File: src/rtl/rtcsp_pkg.sv
// Package of constants for the three-line serial port of the clock.
// Assumes a 125 MHz ref_clk; serial pins are asynchronous to it.
package rtcsp_pkg;
   localparam int          CLK_HZ          = 125_000_000;
   localparam int          BYTE_BITS       = 8;
   localparam int          IDX_W           = 4;
   localparam int          NUM_REGS        = 16;
   localparam int          DIR_BIT         = 7;
   localparam int          SUB_HI          = 6;
   localparam int          SUB_LO          = 4;
   localparam logic [2:0]  SUBADDR_OK      = 3'h1;
   localparam logic        DIR_WRITE       = 1'h0;
   localparam int          WDOG_MIN_S      = 1;
   localparam int          WDOG_MAX_S      = 2;
   // Fire halfway between the least and the longest time, in cycles.
   localparam longint      WDOG_CYC        = longint'(CLK_HZ) * 3 / 2;
   localparam logic [7:0]  REG_RESET       = 8'h00;
   typedef enum logic [1:0] {RTCSP_CMD, RTCSP_DATA, RTCSP_IGNORE, RTCSP_LOCKED} rtcsp_state_t;
endpackage

File: src/rtl/rtcsp_port.sv
// Serial slave port of the real-time clock, with register file and watchdog.
// Assumes the host drives chip enable, serial clock and data asynchronously.
`timescale 1ns/10ps
`default_nettype none
// What this block does
// - Chip enable low resets the whole interface and drops partial transfers.
// - Input bits are captured on rising serial clock edges.
// - Output data changes only on falling edges; released when not reading, and at once on watchdog lock.
// - Bytes are eight bits, most significant bit first.
// - First byte is the command; later bytes are data.
// - Command bit 7 low means write, high means read.
// - Subaddress other than 001 makes the transfer ignored.
// - Command bits 3 to 0 give the starting register index.
// - Index increments after each data byte and wraps to zero.
// - Captured bits move into internal logic on the next falling edge.
// - Time counting is frozen from a valid command byte until the transfer ends.
// - A stuck transfer is cleared by a watchdog, releasing the counters.
// - Watchdog fires between one and two seconds after valid subaddress.
// - Each watchdog expiry loses exactly one second.
// - After a watchdog clear, chip enable must go low before new transfers.
module rtcsp_port #(
   parameter longint WDOG_CYCLES = rtcsp_pkg::WDOG_CYC
) (
   // Clock and reset
   input  wire logic       ref_clk,
   input  wire logic       srst,
   // Serial pins
   input  wire logic       chip_enable,
   input  wire logic       serial_clk,
   input  wire logic       serial_in,
   output logic            serial_out,
   output logic            serial_out_oe,
   // Time counter side
   input  wire logic       second_tick,
   input  wire logic [7:0] time_wr_data,
   input  wire logic [3:0] time_wr_index,
   input  wire logic       time_wr,
   output logic            count_freeze,
   output logic            second_lost,
   output logic            reg_wr,
   output logic [3:0]      reg_wr_index,
   output logic [7:0]      reg_wr_data
);
   logic                     ce_s;
   logic                     sck_s;
   logic                     sdi_s;
   logic                     sck_d;
   logic                     rise;
   logic                     fall;
   logic                     cmd_ok;
   logic [2:0]               bit_cnt;
   logic [7:0]               shift_in;
   logic [7:0]               rx_byte;
   logic                     rx_pend;
   logic                     rx_last;
   logic [7:0]               tx_shift;
   logic                     rd_mode;
   logic [3:0]               index;
   logic [31:0]              wd_cnt;
   logic                     wd_run;
   logic [7:0]               regs [rtcsp_pkg::NUM_REGS];
   rtcsp_pkg::rtcsp_state_t  state;

   function automatic logic [3:0] next_idx(input logic [3:0] i);
      return i + 4'h1;
   endfunction

   function automatic logic sub_ok(input logic [7:0] cmd);
      return cmd[rtcsp_pkg::SUB_HI:rtcsp_pkg::SUB_LO] == rtcsp_pkg::SUBADDR_OK;
   endfunction

   function automatic logic is_read_cmd(input logic [7:0] cmd);
      return sub_ok(cmd) && (cmd[rtcsp_pkg::DIR_BIT] != rtcsp_pkg::DIR_WRITE);
   endfunction

   rtcsp_sync u_ce  (.ref_clk(ref_clk), .srst(srst), .pin(chip_enable), .level(ce_s));
   rtcsp_sync u_sck (.ref_clk(ref_clk), .srst(srst), .pin(serial_clk),  .level(sck_s));
   rtcsp_sync u_sdi (.ref_clk(ref_clk), .srst(srst), .pin(serial_in),   .level(sdi_s));

   ////////////////////////////////////////////////////////////////////////////////
   // Edge detection on the filtered serial clock.
   always_ff @(posedge ref_clk) begin
      if (srst) begin
         sck_d <= 1'h0;
      end else begin
         sck_d <= sck_s;
      end
   end
   assign rise = ce_s & sck_s & ~sck_d;
   assign fall = ce_s & ~sck_s & sck_d;

   ////////////////////////////////////////////////////////////////////////////////
   // Input shifting on rising edges, hand-over on the following falling edge.
   always_ff @(posedge ref_clk) begin
      if (srst || !ce_s) begin
         bit_cnt  <= 3'h0;
         shift_in <= 8'h00;
         rx_pend  <= 1'h0;
         rx_last  <= 1'h0;
         rx_byte  <= 8'h00;
      end else begin
         rx_last <= 1'h0;
         if (rise) begin
            shift_in <= {shift_in[6:0], sdi_s};
            bit_cnt  <= bit_cnt + 3'h1;
            if (bit_cnt == 3'h7) begin
               rx_pend <= 1'h1;
            end
         end else if (fall && rx_pend) begin
            rx_byte <= shift_in;
            rx_pend <= 1'h0;
            rx_last <= 1'h1;
         end
      end
   end

   ////////////////////////////////////////////////////////////////////////////////
   // Command decode and transfer state.
   assign cmd_ok = (state == rtcsp_pkg::RTCSP_CMD)
                   && ((fall && rx_pend && sub_ok(shift_in)) || (rx_last && sub_ok(rx_byte)));

   always_ff @(posedge ref_clk) begin
      if (srst || !ce_s) begin
         state   <= rtcsp_pkg::RTCSP_CMD;
         rd_mode <= 1'h0;
         index   <= 4'h0;
      end else if (wd_run && wd_cnt >= 32'(WDOG_CYCLES - 1)) begin
         state <= rtcsp_pkg::RTCSP_LOCKED;
      end else if (rx_last) begin
         case (state)
            rtcsp_pkg::RTCSP_CMD: begin
               if (sub_ok(rx_byte)) begin
                  state   <= rtcsp_pkg::RTCSP_DATA;
                  rd_mode <= rx_byte[rtcsp_pkg::DIR_BIT] != rtcsp_pkg::DIR_WRITE;
                  index   <= rx_byte[3:0];
               end else begin
                  state <= rtcsp_pkg::RTCSP_IGNORE;
               end
            end
            rtcsp_pkg::RTCSP_DATA: begin
               index <= next_idx(index);
            end
            default: begin
               state <= state;
            end
         endcase
      end
   end

   ////////////////////////////////////////////////////////////////////////////////
   // Register file: written by the port or by the time counters.
   always_ff @(posedge ref_clk) begin
      if (srst) begin
         for (int i = 0; i < rtcsp_pkg::NUM_REGS; i++) begin
            regs[i] <= rtcsp_pkg::REG_RESET;
         end
         reg_wr       <= 1'h0;
         reg_wr_index <= 4'h0;
         reg_wr_data  <= 8'h00;
      end else begin
         reg_wr <= 1'h0;
         if (rx_last && state == rtcsp_pkg::RTCSP_DATA && !rd_mode) begin
            regs[index]  <= rx_byte;
            reg_wr       <= 1'h1;
            reg_wr_index <= index;
            reg_wr_data  <= rx_byte;
         end else if (time_wr && !count_freeze) begin
            regs[time_wr_index] <= time_wr_data;
         end
      end
   end

   ////////////////////////////////////////////////////////////////////////////////
   // Read data output, changed on falling edges only.
   always_ff @(posedge ref_clk) begin
      if (srst || !ce_s) begin
         tx_shift      <= 8'h00;
         serial_out    <= 1'h0;
         serial_out_oe <= 1'h0;
      end else if (fall) begin
         if (rx_pend && state == rtcsp_pkg::RTCSP_CMD && is_read_cmd(shift_in)) begin
            tx_shift      <= {regs[shift_in[3:0]][6:0], 1'h0};
            serial_out    <= regs[shift_in[3:0]][7];
            serial_out_oe <= 1'h1;
         end else if (rx_pend && state == rtcsp_pkg::RTCSP_DATA && rd_mode) begin
            tx_shift      <= {regs[next_idx(index)][6:0], 1'h0};
            serial_out    <= regs[next_idx(index)][7];
            serial_out_oe <= 1'h1;
         end else if (state == rtcsp_pkg::RTCSP_DATA && rd_mode) begin
            tx_shift   <= {tx_shift[6:0], 1'h0};
            serial_out <= tx_shift[7];
         end else begin
            serial_out_oe <= 1'h0;
         end
      end else if (state == rtcsp_pkg::RTCSP_LOCKED || state == rtcsp_pkg::RTCSP_IGNORE) begin
         serial_out_oe <= 1'h0;
      end
   end

   ////////////////////////////////////////////////////////////////////////////////
   // Watchdog, counter freeze and the lost second.
   always_ff @(posedge ref_clk) begin
      if (srst) begin
         wd_cnt       <= 32'h0;
         wd_run       <= 1'h0;
         count_freeze <= 1'h0;
         second_lost  <= 1'h0;
      end else begin
         second_lost  <= 1'h0;
         count_freeze <= ce_s && (state == rtcsp_pkg::RTCSP_DATA || cmd_ok);
         if (!ce_s || state != rtcsp_pkg::RTCSP_DATA) begin
            wd_cnt <= 32'h0;
            wd_run <= 1'h0;
         end else if (wd_cnt >= 32'(WDOG_CYCLES - 1)) begin
            wd_run      <= 1'h0;
            second_lost <= 1'h1;
         end else begin
            wd_run <= 1'h1;
            wd_cnt <= wd_cnt + 32'h1;
         end
      end
   end
endmodule
`default_nettype wire

File: src/rtl/rtcsp_sync.sv
// Three-flop synchroniser with agreement filter for one pin.
// Assumes the input is asynchronous to clk.
`timescale 1ns/10ps
`default_nettype none
module rtcsp_sync (
   // Clock and reset
   input  wire logic ref_clk,
   input  wire logic srst,
   // Pin and filtered level
   input  wire logic pin,
   output logic      level
);
   logic s1;
   logic s2;
   logic s3;

   always_ff @(posedge ref_clk) begin
      if (srst) begin
         s1 <= 1'h0;
         s2 <= 1'h0;
         s3 <= 1'h0;
      end else begin
         s1 <= pin;
         s2 <= s1;
         s3 <= s2;
      end
   end

   // The level changes only once the second and third flops agree.
   always_ff @(posedge ref_clk) begin
      if (srst) begin
         level <= 1'h0;
      end else if (s2 == s3) begin
         level <= s3;
      end
   end
endmodule
`default_nettype wire

File: config.mk
export PLATFORM = sky130hd
export DESIGN_NAME = rtcsp_port
export DESIGN_NICKNAME = d
export VERILOG_FILES = /design/src/rtl/rtcsp_pkg.sv /design/src/rtl/rtcsp_port.sv /design/src/rtl/rtcsp_sync.sv
export SDC_FILE = /design/constraint.sdc
export NUM_CORES = 1
export LEC_CHECK = 0
export BUFFER_PORTS_ARGS = -buffer_cell sky130_fd_sc_hd__buf_2
export CAP_MARGIN = 15
export CORE_MARGIN = 2
export CORE_UTILIZATION = 30
export CTS_CLUSTER_DIAMETER = 30
export CTS_CLUSTER_SIZE = 8
export DETAILED_ROUTE_END_ITERATION = 10
export GPL_ROUTABILITY_DRIVEN = 0
export PLACE_DENSITY = 0.43
export SLEW_MARGIN = 20
export SYNTH_ARGS = -nofsm -noshare
export SYNTH_HDL_FRONTEND = slang
export SYNTH_SLANG_ARGS = --single-unit
File: constraint.sdc
create_clock -name ref_clk -period 2.7 [get_ports ref_clk]
set_input_delay 0.405 -clock ref_clk [delete_from_list [all_inputs] [get_ports ref_clk]]
set_output_delay 0.405 -clock ref_clk [all_outputs]
set_load 0.1 [all_outputs]
* After elaboration in Yosys (flattened, before gate mapping)
Memory sizes are Yosys's and may differ from the RTL's. A register that Yosys moved wholly into a read port is not among the register bits.
Index checks and enable logic that the tools add are counted.
** Word-level totals
- Memories :: 1
- Bits in writable memories :: 128
- Output and inout port bits :: 17
- Input bits :: 19
- Bits in registers :: 99
- Logic and storage cells :: 138
** Cells by class
- Add/sub/neg operators :: 3
- Reductions and logical operators :: 41
- Bitwise logic cells :: 8
- Mux-type cells :: 40
- Eq/ne operators :: 13
- Magnitude comparators :: 1
** Memories
- regs :: words 16, width 8, rd ports 2, clocked after memory_dff 1, wr ports 16, RTL line rtcsp_port.sv:61 : logic [7:0] regs [rtcsp_pkg::NUM_REGS];
** Operators with widths (number)
- $mux W8 :: 5
- $add A32 B1 Y32 const B :: 1
- $ge A32 B28 Y1 const B :: 1
- $mux W1 :: 25
- $mux W4 :: 5
- $reduce_or A8 Y1 :: 2
- $logic_and A1 B1 Y1 :: 15
- $reduce_and A2 Y1 :: 5
- $reduce_bool A2 Y1 :: 5
- $mux W2 :: 4
- $pmux W4 S2 :: 1
- $reduce_and A4 Y1 :: 2
- $eq A3 B1 Y1 const B :: 2
- $logic_or A1 B1 Y1 :: 5
- $add A4 B1 Y4 const B :: 1
- $and A1 B1 Y1 :: 4
- $eq A2 B2 Y1 const B :: 2
- $ne A2 B1 Y1 const B :: 2
- $ne A4 B4 Y1 const B :: 1
- $not A1 Y1 :: 4
- $reduce_or A2 Y1 :: 2
- $add A3 B1 Y3 const B :: 1
- $eq A1 B1 Y1 :: 3
- $eq A3 B3 Y1 const B :: 1
- 5 further kinds :: 7

* Depth between registers and ports, before layout
- Depth after elaboration :: 9
- Depth in mapped cells :: 9
- Gate-level depth less buffers :: 7

* Modules after synthesis
From an unflattened synthesis, not the netlist that was laid out.
** Second synthesis, totals
- Cells, all modules :: 964
- Area, all modules :: 10991.8 µm²
** By module, submodules not included
- rtcsp_port :: cells an instance 934, area each 10654.0 µm², seq. area each 5645.4 µm², times used 1
- rtcsp_sync :: cells an instance 10, area each 112.6 µm², seq. area each 80.1 µm², times used 3

* Worst setup path after synthesis
No wires, ideal clock.
- Kind :: flip-flop to flip-flop
- Start :: register count_freeze
- End :: memory regs[12][0] (enable)
- Clock period less this slack :: 2656 ps
- Required time :: 2366 ps
- Path slack :: 44 ps
- Arrival :: 2321 ps
- Stages on the path, launching flop included :: 7
- Path buffers :: 1
- Setup time :: 334 ps
- Cell sequence :: dfxtp_1 nand2b_1 or3_1 buf_2 mux2i_4 nand2_1 nand2b_1
** RTL lines
- start, declared :: RTL line rtcsp_port.sv:38 : output logic count_freeze,
- start signal, assigned :: RTL line rtcsp_port.sv:210 : count_freeze <= ce_s && (state == rtcsp_pkg::RTCSP_DATA || cmd_ok);
- end, declared :: RTL line rtcsp_port.sv:61

==> metrics.txt <==
hold depth=2; I/O Buffers=34; post-synth top area share=between 30 and 40%; gr usage total=between 10% and 20%; Multi-input gate area=~0.0051 sq mm; Worst-Margin Slew=about 820 ps; total CTS buffers=just under 60; Layout fillers=3675; CP cell instances=nand2b_4, nor3b_2, or3_1, buf_4, mux2i_4, nand2_2, nand2b_1; Initial DRC Count=around 540; # clock sinks=between 200 and 250; ys async rst share=0%; Worst-Skew Late Latency=570 ps; Setup Viol. Count Final=0; Die Width=197.9 microns; final clock skew=16.01 ps; # Max-Cap Violations=0; Starting Density=just over 30%; post-synthesis instance total=~980; Vias=approximately 7900; clock buffer depth=3; FP Rows=~70; number of distinct library cells after synthesis=61; fin crit period=about 2600 ps; vias in the first global route=~8000; num ports=36; 1st-pass router iterations=5; synthesized flop and latch total=230; WP data required=~2900 ps; proportion of layout cells with a drive suffix above 1=26.91%; post-synth top area cell=edfxtp_1; HPWL after DPL=22300 microns; Fmax=between 0.3 and 0.4 GHz; Worst Reg2Reg Path Length in Cells=7; CP Capture Type=flop; Diodes inserted=0; pwr dens=777.8 mW/mm^2; postcts setup bufs=0; startpoint types=flop; CTS tree=yes; Net Count, Synth=roughly 1000; Die ar.=approximately 0.04 sq mm; cts hold-fix bufs=0; unrepaired setup endpoints after global routing=no; status=finished clean; Final Hold Fails=0; antenna violations before repair=0; DR vias/cell=4.950; WHS=roughly 55 ps; EDFF count, synth=roughly 130; Hold WC Path Type=in -> reg; synth warn=0; Clock Tree Root=clkbuf_16; Slew Viols, Final=0; Worst VDD drop=roughly 0.00049 V; DRC viols=0; final WL=around 32000 microns; Worst EP arrival=2790 ps; largest net degree at the start of global routing=34; setup_tns=0 ps; slew margin rel.=44.84%; Die H=between 150 and 200 microns; commonest register cell after synthesis=edfxtp_1; register area share after synthesis=52.20%; Crit Path Category=reg -> reg; CP max-delay cell=nand2b_1; commonest cells in the netlist=nor2_1, edfxtp_1, nand2_1, dfxtp_1, a21oi_1; largest stage delay on the critical path=between 400 and 500 ps; fin crit share=between 90% and 100%; H-tree levels=2; Final nets=between 1000 and 1500; wire length of the first global-routing pass=49240 microns; grt ovf=0; count leader, synth=nor2_1; Mapped Area=roughly 0.011 sq mm; Leak=approximately 5.0 nW; mean area per synthesized cell=~11 sq um; Register Area=~0.0059 sq mm; Synth area leaders=edfxtp_1, dfxtp_1, mux4_2, nor2_1, nand2_1; area grow syn2layout=27.63%; Antenna Nets Post-Route=0; wire length per cell=~20 microns; fin util=approximately two fifths; CP Max Fanout=8; core footprint=about 0.037 sq mm; CTS clk-pin slew, worst paths=about 40 ps; Resize count post-CTS=0
[cell families after synthesis]
family	Yosys count	synth area share, %
AOI/OAI and AO/OA	127	6.870
xor gates and xnor gates	22	1.709
adders and majority gates	4	0.4439
buffers and inverters	67	2.785
DFF	230	52.20
muxes	104	17.72
and+or+nand+nor	429	18.27
[path summary, 6_finish.rpt]
kind | from | end | slack, ps
setup / recovery | state[0] | regs[10][0] | 100
hold / removal | chip_enable | u_ce.s1 | 50
setup reg to reg | state[0] | regs[10][0] | 100
hold reg to reg | u_ce.s1 | u_ce.s2 | 430
[state kept, by name, indices dropped and copies added (netlist names), 2 cells and up, named ones only]
name,cells
bit_cnt,3
wd_cnt,32
reg_wr_index,4
reg_wr_data,8
rx_byte,8
tx_shift,7
index,4
state,2
shift_in,8
regs,128
[worst max-delay path: cells and delay by family, from the launching register on]
family	cells	cell delay, ps
buf+inv	1	210
simple gates	5	1230
flops	1	460
mux	1	310
[through the flow]
step	area, sq um	power, mW	worst slack [ps]	cells
after detailed placement	12340	4.164	137.5	1489
after global placement	12330	4.160	148.2	1489
after floorplan	11270	4.026	44.40	983
after global routing	14390	11.53	4.529	1600
after CTS	14380	11.32	125.2	1600
final	14390	11.19	96.90	1600
[power breakdown]
| group | leakage, nW | internal (mW) | switching, mW |
|---|---|---|---|
| Combinational | 1.83 | 0.119 | 0.162 |
| Sequential | 2.15 | 3.78 | 0.0402 |
| Clock | 1.00 | 4.99 | 2.11 |
[cell type report]
class                      count  area share (%)
sequential                   230           40.92
multi-input combinational    686           35.46
clock buffer                  73           11.06
timing repair buffer          97           5.278
tap                          474           4.121
clock inverter                38           3.113
inverter                       2         0.05217
[layer usage]
metal / vias to the layer above / GRT usage [%] / wire length (microns) / part of all wire (%)
met5: - / 0 / 0 / 0
met1: 3913 / 23.00 / 14710 / 46
met4: 0 / 4.790 / 642 / 2.0
met2: 162 / 27.28 / 15390 / 48
met3: 45 / 2.589 / 1148 / 3.6
li1: 3800 / - / - / -
[placed cells by master (no fill, tap or decap), types with 12 or more instances in the layout]
cell type	synthesis	final
a21oi_1	73	73
and3_1	12	12
buf_2	23	34
buf_4	5	53
clkbuf_16	0	61
clkinv_2	0	16
dfxtp_1	102	100
edfxtp_1	128	128
mux2_2	15	15
mux2i_1	14	14
mux4_2	64	64
nand2_1	106	106
nand2b_1	30	29
nand4_1	17	17
nor2_1	168	168
nor2b_1	21	21
o21ai_0	14	14
xor2_1	18	18
No activity file was read; power rests on OpenSTA's default activity.
